[src/jdc_defs.svh]
// register map, field positions, reset values and timing figures of the jack detect config block
`ifndef JDC_DEFS_SVH
`define JDC_DEFS_SVH

`define JDC_TIMING_IDX 6'h19
`define JDC_THRESH_IDX 6'h1A
`define JDC_STATUS_IDX 6'h20

`define JDC_TIMING_RST 8'h00
`define JDC_THRESH_RST 8'h00
`define JDC_TIMING_WMASK 8'hE6
`define JDC_THRESH_WMASK 8'h7E

`define JDC_RATE_LSB 6
`define JDC_WIDTH_BIT 5
`define JDC_PCLK_LSB 1
`define JDC_HOOKSEL_BIT 6
`define JDC_INSMIN_LSB 4
`define JDC_COUPLE_BIT 3
`define JDC_DBLCUR_BIT 2
`define JDC_EN_BIT 1

`define JDC_RESP_OKAY 2'h0
`define JDC_RESP_SLVERR 2'h2

`define JDC_CLK_HZ 25000000
`define JDC_RATE0_MHZ 500
`define JDC_RATE1_MHZ 1000
`define JDC_RATE2_MHZ 7500
`define JDC_RATE3_MHZ 15000
`define JDC_WIDTH0_MS 4
`define JDC_WIDTH1_MS 32
`define JDC_PCLK0_MS 1
`define JDC_PCLK1_MS 2
`define JDC_PCLK2_MS 4

`define JDC_MIC_LO_OHM 11'h320
`define JDC_HOOK_LO_AC_OHM 11'h140
`define JDC_HOOK_LO_DC_OHM 11'h096
`define JDC_HOOK_HI_OHM 11'h2A8
`define JDC_MIC_HI_AC_OHM 11'h546
`define JDC_MIC_HI_DC_OHM 11'h6D6
`define JDC_INS_150_OHM 11'h096
`define JDC_INS_100_OHM 11'h064
`define JDC_INS_50_OHM 11'h032

`endif

[src/jdc_pkg.sv]
// types shared by the jack detect config block
package jdc_pkg;
  `include "jdc_defs.svh"

  typedef enum logic [1:0] {
    JDC_IDLE = 2'h0,
    JDC_HIGH = 2'h1,
    JDC_LOW = 2'h3
  } jdc_eng_t;

  typedef struct packed {
    logic aw_got;
    logic [5:0] aw_idx;
    logic w_got;
    logic [7:0] w_data;
    logic w_strb0;
    logic bvalid;
    logic [1:0] bresp;
    logic rvalid;
    logic [1:0] rresp;
    logic [7:0] rdata;
    logic [7:0] timing_cfg;
    logic [7:0] thresh_cfg;
    jdc_eng_t eng;
    logic [25:0] per_cnt;
    logic [16:0] clk_cnt;
    logic pulse;
    logic clk_tick;
    logic period_start;
  } jdc_state_t;

  typedef struct packed {
    logic [10:0] hook_max;
    logic [10:0] mic_min;
    logic [10:0] ins_min;
    logic ins_valid;
  } jdc_thr_state_t;
endpackage

[src/jdc_threshold_map.sv]
// maps comparator selections and coupling onto impedance limits
`timescale 1ns/1ps
module jdc_threshold_map import jdc_pkg::*; (
  input logic aclk,
  input logic aresetn,
  input logic hook_threshold_sel,
  input logic phone_coupling_sel,
  input logic [1:0] hook_insert_min_impedance_sel,
  input logic external_resistor_type_bit,
  output logic [10:0] hook_max_ohms,
  output logic [10:0] mic_min_ohms,
  output logic [10:0] insert_min_hook_ohms,
  output logic insert_min_valid
);
  jdc_thr_state_t s;
  jdc_thr_state_t n;

  always_comb begin
    n = s;
    if (!hook_threshold_sel) begin
      n.mic_min = `JDC_MIC_LO_OHM;
      n.hook_max = phone_coupling_sel ? `JDC_HOOK_LO_DC_OHM : `JDC_HOOK_LO_AC_OHM;
    end else begin
      n.hook_max = `JDC_HOOK_HI_OHM;
      n.mic_min = phone_coupling_sel ? `JDC_MIC_HI_DC_OHM : `JDC_MIC_HI_AC_OHM;
    end
    case (hook_insert_min_impedance_sel)
      2'h0: n.ins_min = `JDC_INS_150_OHM;
      2'h1: n.ins_min = `JDC_INS_100_OHM;
      2'h2: n.ins_min = `JDC_INS_50_OHM;
      default: n.ins_min = `JDC_INS_150_OHM;
    endcase
    // limit is meaningless for the other resistor type
    n.ins_valid = !external_resistor_type_bit;
  end

  always_ff @(posedge aclk) begin
    if (!aresetn) begin
      s <= '0;
    end else begin
      s <= n;
    end
  end

  assign hook_max_ohms = s.hook_max;
  assign mic_min_ohms = s.mic_min;
  assign insert_min_hook_ohms = s.ins_min;
  assign insert_min_valid = s.ins_valid;
endmodule

[src/jdc_jack_detect_config_regs.sv]
// jack detect configuration registers with probe pulse and period timing engine
//
// Behaviour
// - pulse repetition code 0..3 gives 0.5, 1, 7.5, 15 Hz.
// - pulse stays high 4 ms with width bit 0, 32 ms with 1.
// - detection clock period code gives 1, 2, 4 ms; code 3 reserved.
// - reserved bits read zero, ignore writes; software writes zero there.
// - hook threshold bit picks 800/320 ohm or 680/1350 ohm limits.
// - dc coupling moves low hook limit to 150, high mic to 1750.
// - insert hook minimum 150/100/50 ohm, only for resistor type zero.
// - coupling bit 0 means ac coupled, 1 means dc coupled.
// - current select bit 1 doubles the detection current.
// - detection runs only while the enable bit is one.
`timescale 1ns/1ps
module jdc_jack_detect_config_regs import jdc_pkg::*; #(
  parameter int unsigned RATE0_CYC =
    int'(64'(`JDC_CLK_HZ) * 64'd1000 / 64'(`JDC_RATE0_MHZ)),
  parameter int unsigned RATE1_CYC =
    int'(64'(`JDC_CLK_HZ) * 64'd1000 / 64'(`JDC_RATE1_MHZ)),
  parameter int unsigned RATE2_CYC =
    int'(64'(`JDC_CLK_HZ) * 64'd1000 / 64'(`JDC_RATE2_MHZ)),
  parameter int unsigned RATE3_CYC =
    int'(64'(`JDC_CLK_HZ) * 64'd1000 / 64'(`JDC_RATE3_MHZ)),
  parameter int unsigned WIDTH0_CYC = `JDC_CLK_HZ / 1000 * `JDC_WIDTH0_MS,
  parameter int unsigned WIDTH1_CYC = `JDC_CLK_HZ / 1000 * `JDC_WIDTH1_MS,
  parameter int unsigned PCLK0_CYC = `JDC_CLK_HZ / 1000 * `JDC_PCLK0_MS,
  parameter int unsigned PCLK1_CYC = `JDC_CLK_HZ / 1000 * `JDC_PCLK1_MS,
  parameter int unsigned PCLK2_CYC = `JDC_CLK_HZ / 1000 * `JDC_PCLK2_MS
) (
  input logic aclk,
  input logic aresetn,
  input logic [7:0] s_axi_awaddr,
  input logic s_axi_awvalid,
  output logic s_axi_awready,
  input logic [31:0] s_axi_wdata,
  input logic [3:0] s_axi_wstrb,
  input logic s_axi_wvalid,
  output logic s_axi_wready,
  output logic [1:0] s_axi_bresp,
  output logic s_axi_bvalid,
  input logic s_axi_bready,
  input logic [7:0] s_axi_araddr,
  input logic s_axi_arvalid,
  output logic s_axi_arready,
  output logic [31:0] s_axi_rdata,
  output logic [1:0] s_axi_rresp,
  output logic s_axi_rvalid,
  input logic s_axi_rready,
  input logic external_resistor_type_bit,
  output logic probe_pulse,
  output logic probe_period_start,
  output logic probe_clk_tick,
  output logic detect_active,
  output logic phone_dc_coupled,
  output logic double_probe_current_en,
  output logic headset_probe_enable,
  output logic [10:0] hook_max_ohms,
  output logic [10:0] mic_min_ohms,
  output logic [10:0] insert_min_hook_ohms,
  output logic insert_min_valid
);
  localparam logic [25:0] RATE0 = 26'(RATE0_CYC);
  localparam logic [25:0] RATE1 = 26'(RATE1_CYC);
  localparam logic [25:0] RATE2 = 26'(RATE2_CYC);
  localparam logic [25:0] RATE3 = 26'(RATE3_CYC);
  localparam logic [25:0] WIDTH0 = 26'(WIDTH0_CYC);
  localparam logic [25:0] WIDTH1 = 26'(WIDTH1_CYC);
  localparam logic [16:0] PCLK0 = 17'(PCLK0_CYC);
  localparam logic [16:0] PCLK1 = 17'(PCLK1_CYC);
  localparam logic [16:0] PCLK2 = 17'(PCLK2_CYC);

  jdc_state_t s;
  jdc_state_t n;

  logic [1:0] rate_sel;
  logic width_sel;
  logic [1:0] pclk_sel;
  logic enable;
  logic [25:0] period_c;
  logic [25:0] width_c;
  logic [16:0] pclk_c;
  logic [25:0] per_inc;
  logic [7:0] status_c;

  assign rate_sel = s.timing_cfg[`JDC_RATE_LSB +: 2];
  assign width_sel = s.timing_cfg[`JDC_WIDTH_BIT];
  assign pclk_sel = s.timing_cfg[`JDC_PCLK_LSB +: 2];
  assign enable = s.thresh_cfg[`JDC_EN_BIT];

  always_comb begin
    case (rate_sel)
      2'h0: period_c = RATE0;
      2'h1: period_c = RATE1;
      2'h2: period_c = RATE2;
      default: period_c = RATE3;
    endcase
    width_c = width_sel ? WIDTH1 : WIDTH0;
    case (pclk_sel)
      2'h1: pclk_c = PCLK1;
      2'h2: pclk_c = PCLK2;
      // reserved code falls back to the shortest period
      default: pclk_c = PCLK0;
    endcase
  end

  assign per_inc = s.per_cnt + 26'h0000001;

  // reserved positions are forced to zero on readback
  assign status_c = {5'h00, insert_min_valid, (s.eng != JDC_IDLE), s.pulse};

  assign s_axi_awready = !s.aw_got && !s.bvalid;
  assign s_axi_wready = !s.w_got && !s.bvalid;
  assign s_axi_arready = !s.rvalid;

  always_comb begin
    n = s;

    // write channel: address and data may arrive in either order
    if (s_axi_awvalid && s_axi_awready) begin
      n.aw_got = 1'b1;
      n.aw_idx = s_axi_awaddr[7:2];
    end
    if (s_axi_wvalid && s_axi_wready) begin
      n.w_got = 1'b1;
      n.w_data = s_axi_wdata[7:0];
      n.w_strb0 = s_axi_wstrb[0];
    end
    if (s.bvalid && s_axi_bready) begin
      n.bvalid = 1'b0;
    end
    if (n.aw_got && n.w_got) begin
      n.aw_got = 1'b0;
      n.w_got = 1'b0;
      n.bvalid = 1'b1;
      n.bresp = `JDC_RESP_OKAY;
      case (n.aw_idx)
        `JDC_TIMING_IDX: begin
          if (n.w_strb0) begin
            n.timing_cfg = n.w_data & `JDC_TIMING_WMASK;
          end
        end
        `JDC_THRESH_IDX: begin
          if (n.w_strb0) begin
            n.thresh_cfg = n.w_data & `JDC_THRESH_WMASK;
          end
        end
        // status is read-only, a write there is simply dropped
        `JDC_STATUS_IDX: n.bresp = `JDC_RESP_OKAY;
        default: n.bresp = `JDC_RESP_SLVERR;
      endcase
    end

    // read channel
    if (s.rvalid && s_axi_rready) begin
      n.rvalid = 1'b0;
    end
    if (s_axi_arvalid && s_axi_arready) begin
      n.rvalid = 1'b1;
      n.rresp = `JDC_RESP_OKAY;
      case (s_axi_araddr[7:2])
        `JDC_TIMING_IDX: n.rdata = s.timing_cfg;
        `JDC_THRESH_IDX: n.rdata = s.thresh_cfg;
        `JDC_STATUS_IDX: n.rdata = status_c;
        default: begin
          n.rdata = 8'h00;
          n.rresp = `JDC_RESP_SLVERR;
        end
      endcase
    end

    // probe timing engine
    n.clk_tick = 1'b0;
    n.period_start = 1'b0;
    if (!enable) begin
      n.eng = JDC_IDLE;
      n.per_cnt = '0;
      n.clk_cnt = '0;
      n.pulse = 1'b0;
    end else begin
      case (s.eng)
        JDC_IDLE: begin
          // fresh period on every enable
          n.eng = JDC_HIGH;
          n.per_cnt = '0;
          n.clk_cnt = '0;
          n.pulse = 1'b1;
          n.period_start = 1'b1;
        end
        JDC_HIGH, JDC_LOW: begin
          // >= keeps the counter bounded if the rate shrinks mid period
          if (per_inc >= period_c) begin
            n.eng = JDC_HIGH;
            n.per_cnt = '0;
            n.pulse = 1'b1;
            n.period_start = 1'b1;
          end else begin
            n.per_cnt = per_inc;
            if (per_inc >= width_c) begin
              n.eng = JDC_LOW;
              n.pulse = 1'b0;
            end
          end
          if (s.clk_cnt + 17'h00001 >= pclk_c) begin
            n.clk_cnt = '0;
            n.clk_tick = 1'b1;
          end else begin
            n.clk_cnt = s.clk_cnt + 17'h00001;
          end
        end
        default: begin
          n.eng = JDC_IDLE;
          n.per_cnt = '0;
          n.clk_cnt = '0;
          n.pulse = 1'b0;
        end
      endcase
    end
  end

  always_ff @(posedge aclk) begin
    if (!aresetn) begin
      s <= '0;
      s.timing_cfg <= `JDC_TIMING_RST;
      s.thresh_cfg <= `JDC_THRESH_RST;
      s.eng <= JDC_IDLE;
      s.bresp <= `JDC_RESP_OKAY;
      s.rresp <= `JDC_RESP_OKAY;
    end else begin
      s <= n;
    end
  end

  assign s_axi_bvalid = s.bvalid;
  assign s_axi_bresp = s.bresp;
  assign s_axi_rvalid = s.rvalid;
  assign s_axi_rresp = s.rresp;
  assign s_axi_rdata = {24'h000000, s.rdata};

  assign probe_pulse = s.pulse;
  assign probe_period_start = s.period_start;
  assign probe_clk_tick = s.clk_tick;
  assign detect_active = (s.eng != JDC_IDLE);
  assign phone_dc_coupled = s.thresh_cfg[`JDC_COUPLE_BIT];
  assign double_probe_current_en = s.thresh_cfg[`JDC_DBLCUR_BIT];
  assign headset_probe_enable = enable;

  jdc_threshold_map u_thr (
    .aclk(aclk),
    .aresetn(aresetn),
    .hook_threshold_sel(s.thresh_cfg[`JDC_HOOKSEL_BIT]),
    .phone_coupling_sel(s.thresh_cfg[`JDC_COUPLE_BIT]),
    .hook_insert_min_impedance_sel(s.thresh_cfg[`JDC_INSMIN_LSB +: 2]),
    .external_resistor_type_bit(external_resistor_type_bit),
    .hook_max_ohms(hook_max_ohms),
    .mic_min_ohms(mic_min_ohms),
    .insert_min_hook_ohms(insert_min_hook_ohms),
    .insert_min_valid(insert_min_valid)
  );
endmodule

[config.mk]
export PLATFORM = sky130hd
export DESIGN_NAME = jdc_jack_detect_config_regs
export DESIGN_NICKNAME = d
export VERILOG_FILES = /design/src/jdc_pkg.sv /design/src/jdc_threshold_map.sv /design/src/jdc_jack_detect_config_regs.sv
export VERILOG_INCLUDE_DIRS = /design/src
export SDC_FILE = /design/constraint.sdc
export NUM_CORES = 1
export LEC_CHECK = 0
export ABC_CLOCK_PERIOD_IN_PS = 6650
export BUFFER_PORTS_ARGS = -buffer_cell sky130_fd_sc_hd__buf_2
export CAP_MARGIN = 5
export CORE_MARGIN = 8
export CORE_UTILIZATION = 35
export CTS_BUF_LIST = sky130_fd_sc_hd__clkbuf_4
export CTS_CLUSTER_SIZE = 25
export DETAILED_ROUTE_END_ITERATION = 8
export HOLD_SLACK_MARGIN = 0.06
export PLACE_DENSITY = 0.58
export SETUP_SLACK_MARGIN = 0.1
export SYNTH_ARGS = -nofsm -noshare
export SYNTH_HDL_FRONTEND = slang
export SYNTH_SLANG_ARGS = --single-unit
[constraint.sdc]
create_clock -name aclk -period 6.65 [get_ports aclk]
set_clock_uncertainty 0.2 [all_clocks]
set_input_delay 1.33 -clock aclk [delete_from_list [all_inputs] [get_ports aclk]]
set_output_delay 1.33 -clock aclk [all_outputs]
set_load 0.01 [all_outputs]
# After elaboration in Yosys (flattened, before gate mapping)
# Cells that the tools add are included.
# classes
n_addsub	2
n_mul	0
n_div	0
magnitude_cmp	3
eq_ne	15
shift	0
muxes	25
bitwise	1
n_reduce_logical	28
# op_table
op	count
46-bit case mux with 2 select lines	1
26-bit case mux with 3 select lines	1
17-bit case mux with 2 select lines	1
28-bit 2-to-1 mux	1
26-bit by 1-bit adder with 26-bit output (second input constant)	1
26-bit by 20-bit >= comparator with 1-bit output	1
26-bit >= comparator	1
6-bit by 5-bit == test with 1-bit output (second input constant)	4
8-bit case mux with 3 select lines	1
21-bit 2-to-1 mux	1
10-bit 2-to-1 mux	2
20-bit 2-to-1 mux	1
17-bit by 1-bit adder with 17-bit output (second input constant)	1
17-bit >= comparator	1
17-bit 2-to-1 mux	1
8-bit case mux with 2 select lines	1
6-bit == test (second input constant)	2
11-bit 2-to-1 mux	1
9-bit 2-to-1 mux	1
3-bit AND reduction	3
2-bit by 1-bit == test with 1-bit output (second input constant)	4
2-bit == test (second input constant)	4
1-bit logical AND	8
7-bit 2-to-1 mux	1
12 further kinds	30
# word_totals
register_bits	124
latchBits	0
mem_bits_rw	0
rom_bits	0
inputBits	60
memories	0

# Depth between registers and ports, before layout
# Gate-level depths: netlist of run 1.
# depth
ltp_word	8
ltp_mapped	15
depth_no_buf	14

# Cells and area by module
# From an unflattened synthesis of run 1, not the netlist that was laid out.
# hier_totals
cells_unflattened	629
hier_area_um2	5774.3
# by_module_without_submodules
module	n_inst	cells_each	area_each_um2	seq_area_each_um2
jdc_jack_detect_config_regs	1	572	5171.2	1741.7
jdc_threshold_map	1	57	603.1	300.3

# Worst setup path after synthesis of run 1
# Ideal clock, no wire load.
# synth_timing
path_type	reg2reg
startpoint	reg s[3] in the netlist's numbering
endpoint	reg s[16] in the netlist's numbering
t_arrival_ns	3.118
path_slack_ns	3.267
stages_incl_launch_ff	16
path_buffers	1
period_less_slack_ns	3.383
cell_sequence	dfxtp_1 > ha_1 > nand2_1 > nor3_1 > nand3_1 > nor2_1 > xor2_1 > ha_1 > a21o_1 > a21oi_1 > o41ai_1 > a2111oi_0 > nand3_1 > o31a_1 > buf_4 > nor2b_1
# synth_via
elab_chain_cells	4
# synth_rtl
item	line_no	rtl
start, declared	jdc_jack_detect_config_regs.sv:72	jdc_state_t s;
start signal, assigned	jdc_jack_detect_config_regs.sv:229	s <= n;
17-bit by 1-bit adder with 17-bit output *	jdc_jack_detect_config_regs.sv:203, jdc_jack_detect_config_regs.sv:207	
17-bit >= comparator	jdc_jack_detect_config_regs.sv:203	if (s.clk_cnt + 17'h00001 >= pclk_c) begin
17-bit 2-to-1 mux *	jdc_jack_detect_config_regs.sv:203	
46-bit case mux with 2 select lines *	jdc_jack_detect_config_regs.sv:180	case (s.eng)
# Every way passes the cells marked *; elsewhere a longest branch is shown, timed or not.
# A chain may end at the register's enable or synchronous reset.

# Worst setup path in the final report of run 1
# layout_timing
startpoint	reg s[26] in the netlist's numbering
endpoint	reg s[26] in the netlist's numbering
# layout_via
elab_chain_cells	4
# layout_rtl
item	line_no	rtl
26-bit by 1-bit adder with 26-bit output *	jdc_jack_detect_config_regs.sv:106	assign per_inc = s.per_cnt + 26'h0000001;
26-bit >= comparator	jdc_jack_detect_config_regs.sv:191	if (per_inc >= period_c) begin
28-bit 2-to-1 mux *	jdc_jack_detect_config_regs.sv:191	
46-bit case mux with 2 select lines *	jdc_jack_detect_config_regs.sv:180	
# Marks and branches as above.

==> results.yml, run 1 <==
floorplan:
  rows: 47
  dieArea_mm2: 0.0209
  ios: 142
  die_height_um: 145
  start_util: 0.354
  fp.coreArea_mm2: 0.0163
  die_w_um: 145
clocking:
  clk_latency_ns: 0.50
  ctsLongestPathBuffers: 2
  postCtsSetupBuffers: 0
  cts_resized: 0
  clockRootBuffer: "clkbuf_4"
  cts_made_buffers: 9
  htree_levels: 3
  cts_hold_buf: 0
  clkTransAtPathRegs_ns: 0.17
  cts_sinks: 102
  cts_tree: "yes"
global_routing:
  met1_usage: 0.158
  grt_first_pass_wirelength_um: 20500
  grtUsageMet3: 0.0360
  busiest_layer: "met2"
  grt_overflow: 0
  use_met2: 0.202
  gr-usage-all-layers: 0.125
  grt_pass1_vias: 4178
  grt_max_degree: 46
  antenna_found_initial: 0
placed_design:
  post-dp-hpwl_um: 9970
  gp_congestion: 0.801
  placed_cell_area_mm2: 0.00607
  portBuffers: 74
  place_inst: 902
synth:
  synth_seq_area_share: 0.353
  synthCells: 643
  synth.ff_latch_count: 102
  synth_edf_count: 0
  synthArstFlopShare: 0
  synth_area_per_cell_um2: 9.00
  synth_area_mm2: 0.00579
  yosys_warnings: 0
  ys.flop_type: "dfxtp_1"
  ys_types: 61
layout:
  antenna_cells: 0
  drive_gt1_frac: 0.162
  regArea_mm2: 0.00204
  final_cell_mix: "dfxtp_1 (102), buf_2 (74), nor2_1 (56)"
  post-route-util: 0.380
  nets: 805
  mostFrequentLayoutCell: "dfxtp_1"
  finish.instance_area_mm2: 0.00622
  area_delta_synth_final_pct: 7.44
  fillers: 1730
  multi_input_area_mm2: 0.00326
  final_cells: 918
timing:
  rsz0062_at_grt: "no"
  min_period_ns: 4.13
  final-setup-viol-count: 0
  tns_ns: 0
  drv_slew: 0
  fmax_mhz: 242
  tightest_slew_ns: 1.07
  finalHoldViolations: 0
  period_share: 0.622
  slew_headroom: 0.286
power:
  powerDensity_mw_per_mm2: 172
  p_leak_uw: 0.00278
  total_power_uw: 1070
  seqPwrFrac: 0.595
  p_comb_frac: 0.098
  swShare: 0.290
  p_clk_frac: 0.307
  power.internal_uw: 761
  ir_worst_vdd_uv: 95.4
  p_sw_uw: 310
critical_path:
  critPathLaunchType: "flip-flop"
  r2r_start: "s[26]"
  slowest_stage: "dfxtp_1"
  path_cells: "nand3_1, nor3_2, and2_1, nand2_1, xnor2_1, ha_1, a21o_1, a21o_1, a221oi_1, nand3_1, a21oi_1, o211ai_4, nor2b_1"
  cp-startpoint: "s[26]"
  critical_path_class: "flip-flop to flip-flop"
  crit_path_end_kind: "flip-flop"
  critPathArrivalTime_ns: 4.36
  critPathMaxFanout: 27
  max_stage_delay_ns: 0.49
  critical_path_required_ns: 6.88
routing:
  antenna_left: 0
  firstDrtPassIters: 4
  via_per_inst: 4.67
  routed_wl_um: 12600
  routedWlPerCell_um: 13.8
  drc: 0
  num_vias: 4287
  drt_iter0_drc: 202
min_path:
  worstHoldStart: "s[3]"
  hold_class: "flip-flop to flip-flop"
status:
  outcome: "finished, final reports clean"
job:
  max_cap_viol_count: 0
[power groups by stage]
stage	Clock (uW)	Combinational (uW)	Sequential [uW]
4_1_cts	349	106	638
3_3_place_gp	0	105	651
5_1_grt	370	118	641
3_5_place_dp	0	106	651
2_1_floorplan	0	90.5	651
6_report	329	105	638
[metal layers]
| layer | vias to the layer above | wire length, um |
|---|---|---|
| li1 | 2223 | - |
| met1 | 1970 | 6070 |
| met2 | 82 | 5720 |
| met3 | 12 | 676 |
| met4 | 0 | 180 |
| met5 | - | 0 |
[final timing paths]
check,endpoint,depth (start not counted),slack (ns)
max reg2reg,s[26],13,2.52
min reg2reg,s[3],1,0.26
min,s[3],1,0.26
max,s[26],13,2.52
[cells in the mapped netlist (7+ instances only)]
master | n | area share
a211oi_1 | 9 | 0.012
nand2_1 | 39 | 0.025
a21boi_0 | 8 | 0.010
nand3_1 | 22 | 0.019
nand4_1 | 14 | 0.015
and3_1 | 8 | 0.0086
o21ai_0 | 7 | 0.0061
xor2_1 | 18 | 0.027
xnor2_1 | 21 | 0.032
ha_1 | 52 | 0.11
a21o_1 | 7 | 0.0091
nor3_1 | 10 | 0.0086
inv_1 | 31 | 0.020
dfxtp_1 | 102 | 0.35
nor3b_1 | 7 | 0.0091
nor2_1 | 56 | 0.036
clkbuf_1 | 9 | 0.0058
mux2i_1 | 13 | 0.022
nor2b_1 | 47 | 0.051
buf_4 | 57 | 0.074
and2_1 | 17 | 0.018
a21oi_1 | 16 | 0.014
[sequential cells by signal, summed over array words and instances (netlist names), 2 cells and up]
register                    flops
rate_sel                        2
pclk_sel                        2
s_axi_rdata                     8
u_thr.mic_min_ohms              5
s                              65
u_thr.hook_max_ohms             4
u_thr.insert_min_hook_ohms      5
[layout make-up]
class	instances	share of cell area
clock inverter	7	0.0123
timing repair buffer	75	0.0608
sequential	102	0.328
multi-input combinational	474	0.525
tap	220	0.0443
inverter	31	0.0187
clock buffer	9	0.0109
[per-stage QoR]
step	worst slack (ns)	hold slack, ns
2_1_floorplan	3.27	0.217
4_1_cts	2.48	0.266
6_report	2.52	0.264
3_3_place_gp	2.53	0.232
3_5_place_dp	2.52	0.237
5_1_grt	2.10	0.295
[cells by family (layout without fill, tap and decap cells)]
logic type,count (synthesis),count (layout),share of synthesized area
other,1,35,0.000648
buffers and inverters,101,122,0.105
XOR/XNOR,39,39,0.0590
adder cells (fa/ha/maj),52,52,0.112
flip-flops,102,102,0.353
AND/OR/NAND/NOR,252,252,0.238
AO/OA/AOI/OAI,77,77,0.0973
multiplexers,19,19,0.0342
[worst max-delay path, delay by kind of cell (launching register included)]
family	cells	cell delay [ns]
compound gates	5	1.47
xor+xnor	1	0.25
fa+ha+maj	1	0.29
flops	1	0.49
simple gates	6	1.35
(Power assumes the default switching activity.)
==> run 2, diff against run 1 <==
--- a/config.mk
+++ b/config.mk
@@ -6,7 +6,7 @@
 export SDC_FILE = /design/constraint.sdc
 export NUM_CORES = 1
 export LEC_CHECK = 0
-export ABC_CLOCK_PERIOD_IN_PS = 6650
+export ABC_CLOCK_PERIOD_IN_PS = 3800
 export BUFFER_PORTS_ARGS = -buffer_cell sky130_fd_sc_hd__buf_2
 export CAP_MARGIN = 5
 export CORE_MARGIN = 8
@@ -15,7 +15,7 @@
 export CTS_CLUSTER_SIZE = 25
 export DETAILED_ROUTE_END_ITERATION = 8
 export HOLD_SLACK_MARGIN = 0.06
-export PLACE_DENSITY = 0.58
+export PLACE_DENSITY = 0.6
 export SETUP_SLACK_MARGIN = 0.1
 export SYNTH_ARGS = -nofsm -noshare
 export SYNTH_HDL_FRONTEND = slang
==> constraint.sdc (replaced) <==
create_clock -name aclk -period 3.8 [get_ports aclk]
set_clock_uncertainty 0.2 [all_clocks]
set_input_delay 0.76 -clock aclk [delete_from_list [all_inputs] [get_ports aclk]]
set_output_delay 0.76 -clock aclk [all_outputs]
set_load 0.01 [all_outputs]
==> run 2 against run 1 <==
- sequential share of layout area decreased by 1.6 points
- utilization up 2.2 points
- worst setup slack got worse by 2.2 ns
- worst hold slack got worse by 0.049 ns
- global-route usage fell by 0.33 points
- non-clock buffer count grew 32
- total power up 79%
- maximum frequency rose by 20%
- count of clock-buffer cells in the layout is the same
- critical endpoint is now s[22]
- largest power group unchanged
- highest routed layer unchanged
==> results.yml, run 2 (same netlist as run 1, synthesis figures left out) <==
critical_path:
  critical_path_required_ns: 4.01
  critPathMaxFanout: 22
  critPathArrivalTime_ns: 3.64
  rrSetupSlack_ns: 0.36
  crit_path_end_kind: "flip-flop"
  critPathLaunchType: "flip-flop"
  r2r_start: "s[28]"
  critical_path_class: "flip-flop to flip-flop"
  r2r-end: "s[22]"
  worstRegToRegCells: 14
global_routing:
  busiest_layer: "met2"
  grt_first_pass_wirelength_um: 20500
  gr-usage-all-layers: 0.122
  grtUsageMet3: 0.0251
  grt_max_degree: 45
  grt_pass1_vias: 4223
  antenna_found_initial: 1
  use_met2: 0.191
  grt_overflow: 0
  met1_usage: 0.163
routing:
  antenna_left: 0
  routedWlPerCell_um: 13.1
  via_per_inst: 4.68
  drc: 0
  num_vias: 4448
  firstDrtPassIters: 4
  drt_iter0_drc: 261
  routed_wl_um: 12400
timing:
  slew_headroom: 0.555
  drv_slew: 0
  fmax_mhz: 291
  rsz0062_at_grt: "no"
  min_period_ns: 3.44
  holdWs_ns: 0.215
  final-setup-viol-count: 0
  tightest_slew_ns: 0.666
  period_share: 0.904
  finalHoldViolations: 0
  tns_ns: 0
power:
  total_power_uw: 1920
  ir_worst_vdd_uv: 165
  power.internal_uw: 1400
  p_comb_frac: 0.095
  p_leak_uw: 0.00302
  powerDensity_mw_per_mm2: 291
  p_sw_uw: 520
  seqPwrFrac: 0.582
  p_clk_frac: 0.323
  swShare: 0.271
floorplan:
  fp.coreArea_mm2: 0.0163
  start_util: 0.354
  rows: 47
  ios: 142
  die_w_um: 145
  dieArea_mm2: 0.0209
  die_height_um: 145
clocking:
  ctsLongestPathBuffers: 2
  cts_sinks: 102
  cts_tree: "yes"
  cts_made_buffers: 9
  htree_levels: 3
  clk_latency_ns: 0.47
  cts_hold_buf: 0
  clockRootBuffer: "clkbuf_4"
  clkTransAtPathRegs_ns: 0.16
layout:
  multi_input_area_mm2: 0.00333
  drive_gt1_frac: 0.216
  largest_reg_flops: 65
  final_cell_mix: "dfxtp_1 (96), buf_2 (74), nor2_1 (56)"
  post-route-util: 0.402
  regArea_mm2: 0.00205
  nets: 837
  largest_register: "s"
  final_cells: 951
  area_delta_synth_final_pct: 13.6
  fillers: 1714
  mostFrequentLayoutCell: "dfxtp_1"
min_path:
  hold_end: "u_thr.insert_min_valid"
  worstHoldStart: "external_resistor_type_bit"
  hold_class: "input pin to flip-flop"
  holdPathStages: 2
placed_design:
  post-dp-hpwl_um: 9860
  gp_congestion: 0.816
  portBuffers: 74
  place_inst: 932
status:
  outcome: "finished, final reports clean"
job:
  max_cap_viol_count: 0
-- run 2: cell types whose count changed in the layout (fill, tap and decap cells not counted), moves of 3 or more --
cell / before / now
dfxtp_1: 102 / 96
inv_6: 4 / 1
nor4_2: 3 / 0
buf_4: 1 / 31
inv_8: 0 / 3
dfxtp_2: 0 / 5
nor4_4: 0 / 3
-- run 2: worst max-delay path by stage --
stage / end / from / cells past startpoint / slack (ns)
final: s[22] / s[28] / 14 / 0.36
after global routing: s[26] / s[20] / 15 / 0.1
after CTS: s[39] / s[25] / 15 / 0.17
after detailed placement: s[33] / s[25] / 15 / 0.21
after global placement: s[23] / s[25] / 14 / 0.27
after floorplan: s[16] / s[3] / 15 / 0.42
-- run 2: final cells by class --
| class | count | area share |
|---|---|---|
| Multi-Input combinational cell | 474 | 0.506 |
| Tap cell | 220 | 0.0419 |
| Sequential cell | 102 | 0.312 |
| Timing Repair Buffer | 107 | 0.0978 |
| Inverter | 31 | 0.0177 |
| Clock buffer | 9 | 0.0103 |
| Clock inverter | 7 | 0.0137 |
| Antenna cell | 1 | 0.000381 |
-- run 2: worst max-delay path, stage by stage, from the launching register on --
cell	delay, ns
dfxtp_1	0.41
nand3_2	0.16
or3_4	0.43
nor2_1	0.12
xor2_1	0.25
ha_1	0.27
nand2_1	0.09
o21ai_1	0.09
a2111oi_1	0.38
o2111ai_1	0.20
a21oi_1	0.19
buf_4	0.15
o211ai_4	0.10
buf_12	0.19
nor2b_1	0.12
-- run 2: metrics by stage --
| step | worst slack, ns | cell area (um2) |
|---|---|---|
| after floorplan | 0.417 | 5920 |
| after global placement | 0.269 | 6320 |
| after detailed placement | 0.207 | 6320 |
| after CTS | 0.170 | 6480 |
| after global routing | 0.0976 | 6570 |
| final | 0.364 | 6570 |
-- run 2: power by group through the flow --
stage               clock, uW  combinational [uW]  sequential, uW
floorplan                   0                 158            1140
global placement            0                 182            1140
detailed placement          0                 182            1140
CTS                       645                 183            1120
global route              682                 207            1120
finish                    618                 183            1110
-- run 2: metal layers --
metal  up-vias  wire length (um)  share of wire
met5         -                 0              0
met1      2058              5960           0.48
met3        10               732          0.059
li1       2297                 -              -
met4         0               155          0.012
met2        83              5600           0.45
-- run 2: what timing repair did --
| item | in CTS | in global routing |
|---|---|---|
| setup endpoints to repair | 0 | 46 |
| gates resized for setup | 0 | 20 |
| buffers inserted | 0 | 2 |
==> run 3, diff against run 2 <==
--- a/config.mk
+++ b/config.mk
@@ -9,6 +9,7 @@
 export ABC_CLOCK_PERIOD_IN_PS = 3800
 export BUFFER_PORTS_ARGS = -buffer_cell sky130_fd_sc_hd__buf_2
 export CAP_MARGIN = 5
+export CORE_ASPECT_RATIO = 0.7
 export CORE_MARGIN = 8
 export CORE_UTILIZATION = 35
 export CTS_BUF_LIST = sky130_fd_sc_hd__clkbuf_4
==> run 3 against run 2 <==
- first-iteration DRC count decreased by 5.0%
- utilization increased by 0.51 points
- die area increased by 0.32%
==> results.yml, run 3 (same netlist as run 1, synthesis figures left out) <==
status:
  outcome: "finished, final reports clean"
critical_path:
  critical_path_required_ns: 4.02
  crit_path_end_kind: "flip-flop"
  path_common_cell: "nand3_1"
  critPathLaunchType: "flip-flop"
  critPathArrivalTime_ns: 3.69
  max_stage_delay_ns: 0.45
  slowest_stage: "or3_1"
  critPathMaxFanout: 26
  path_cells: "nand3_2, or3_1, nor2_1, nand3_1, xnor2_2, ha_1, and4_1, a221oi_2, nand3_1, a21oi_2, buf_4, o211ai_4, buf_12, nor2b_1"
  critical_path_class: "flip-flop to flip-flop"
layout:
  mostFrequentLayoutCell: "dfxtp_1"
  largest_reg_flops: 65
  largest_register: "s"
  area_delta_synth_final_pct: 14.3
  final_cells: 959
  drive_gt1_frac: 0.225
  antenna_cells: 0
  multi_input_area_mm2: 0.00335
  final_cell_mix: "dfxtp_1 (96), buf_2 (74), nor2_1 (56)"
  nets: 841
  fillers: 1666
  regArea_mm2: 0.00205
global_routing:
  gr-usage-all-layers: 0.122
  grt_pass1_vias: 4114
  grt_first_pass_wirelength_um: 20900
  grt_max_degree: 45
  grt_overflow: 0
  antenna_found_initial: 0
timing:
  rsz0062_at_grt: "no"
  tightest_slew_ns: 0.890
  worst_slack_ns: 0.337
  finalHoldViolations: 0
  slew_headroom: 0.405
  period_share: 0.911
  min_period_ns: 3.46
  fmax_mhz: 289
  tns_ns: 0
  final-setup-viol-count: 0
  drv_slew: 0
clocking:
  clk_latency_ns: 0.49
  cts_made_buffers: 9
  ctsLongestPathBuffers: 2
  clockRootBuffer: "clkbuf_4"
  clkTransAtPathRegs_ns: 0.20
  cts_tree: "yes"
  cts_hold_buf: 0
  htree_levels: 3
  cts_sinks: 102
power:
  ir_worst_vdd_uv: 168
  p_leak_uw: 0.00305
  total_power_uw: 1900
  powerDensity_mw_per_mm2: 287
placed_design:
  place_inst: 940
  gp_congestion: 0.806
  portBuffers: 74
  post-place-ws_ns: 0.204
  post-dp-hpwl_um: 10100
routing:
  num_vias: 4421
  routed_wl_um: 12900
  firstDrtPassIters: 4
  drc: 0
  via_per_inst: 4.61
  drt_iter0_drc: 248
  antenna_left: 0
  routedWlPerCell_um: 13.5
floorplan:
  die_w_um: 170
  die_height_um: 124
  dieArea_mm2: 0.0210
  ios: 142
  start_util: 0.356
  fp.coreArea_mm2: 0.0162
  rows: 39
min_path:
  hold_class: "input pin to flip-flop"
job:
  max_cap_viol_count: 0
==> run 3: final timing paths <==
check                           end  depth (start not counted)  slack, ns                  startpoint
max                           s[29]                         14       0.34                       s[27]
min          u_thr.insert_min_valid                          2       0.19  external_resistor_type_bit
max reg2reg                   s[29]                         14       0.34                       s[27]
min reg2reg                    s[3]                          1       0.22                        s[3]
==> run 3: cell type report <==
type,count,area share
Clock buffer,9,0.0102
Clock inverter,7,0.0119
Inverter,31,0.0176
Multi-Input combinational cell,474,0.506
Sequential cell,102,0.310
Tap cell,225,0.0425
Timing Repair Buffer,111,0.102
==> run 3: routing by layer <==
metal  share of wire  track usage
met5               0            0
met4          0.0075       0.0281
met1            0.54        0.183
met2            0.39        0.166
met3           0.064       0.0361
==> run 3: power breakdown <==
group	switching, uW	leakage [uW]	internal, uW	total [uW]
registers	14.8	0.000831	1100	1120
logic	105	0.00214	75.9	181
clock network	436	0.0000816	166	602
total	556	0.00305	1340	1900
==> run 3: critical path, delay by kind of cell, from the launching register on <==
family                   cells  cell delay, ns
AO/OA/AOI/OAI                3            0.59
XOR/XNOR                     1            0.17
adder cells (fa/ha/maj)      1            0.30
buffers and inverters        2            0.35
flip-flops                   1            0.40
AND/OR/NAND/NOR              7            1.40
==> run 3: stage by stage <==
step	hold WS (ns)	area (um2)	util
after global placement	0.230	6350	0.391
after CTS	0.153	6500	0.400
after floorplan	0.217	5920	-
final	0.186	6620	0.407
after detailed placement	0.241	6350	0.391
after global routing	0.144	6620	0.407
==> run 3: repair_timing <==
| item | in CTS | in global routing |
|---|---|---|
| setup buffers | 0 | 3 |
| endpoints found under the setup margin | 0 | 47 |
| gates resized for setup | 0 | 23 |
| hold endpoints to repair | 0 | 0 |
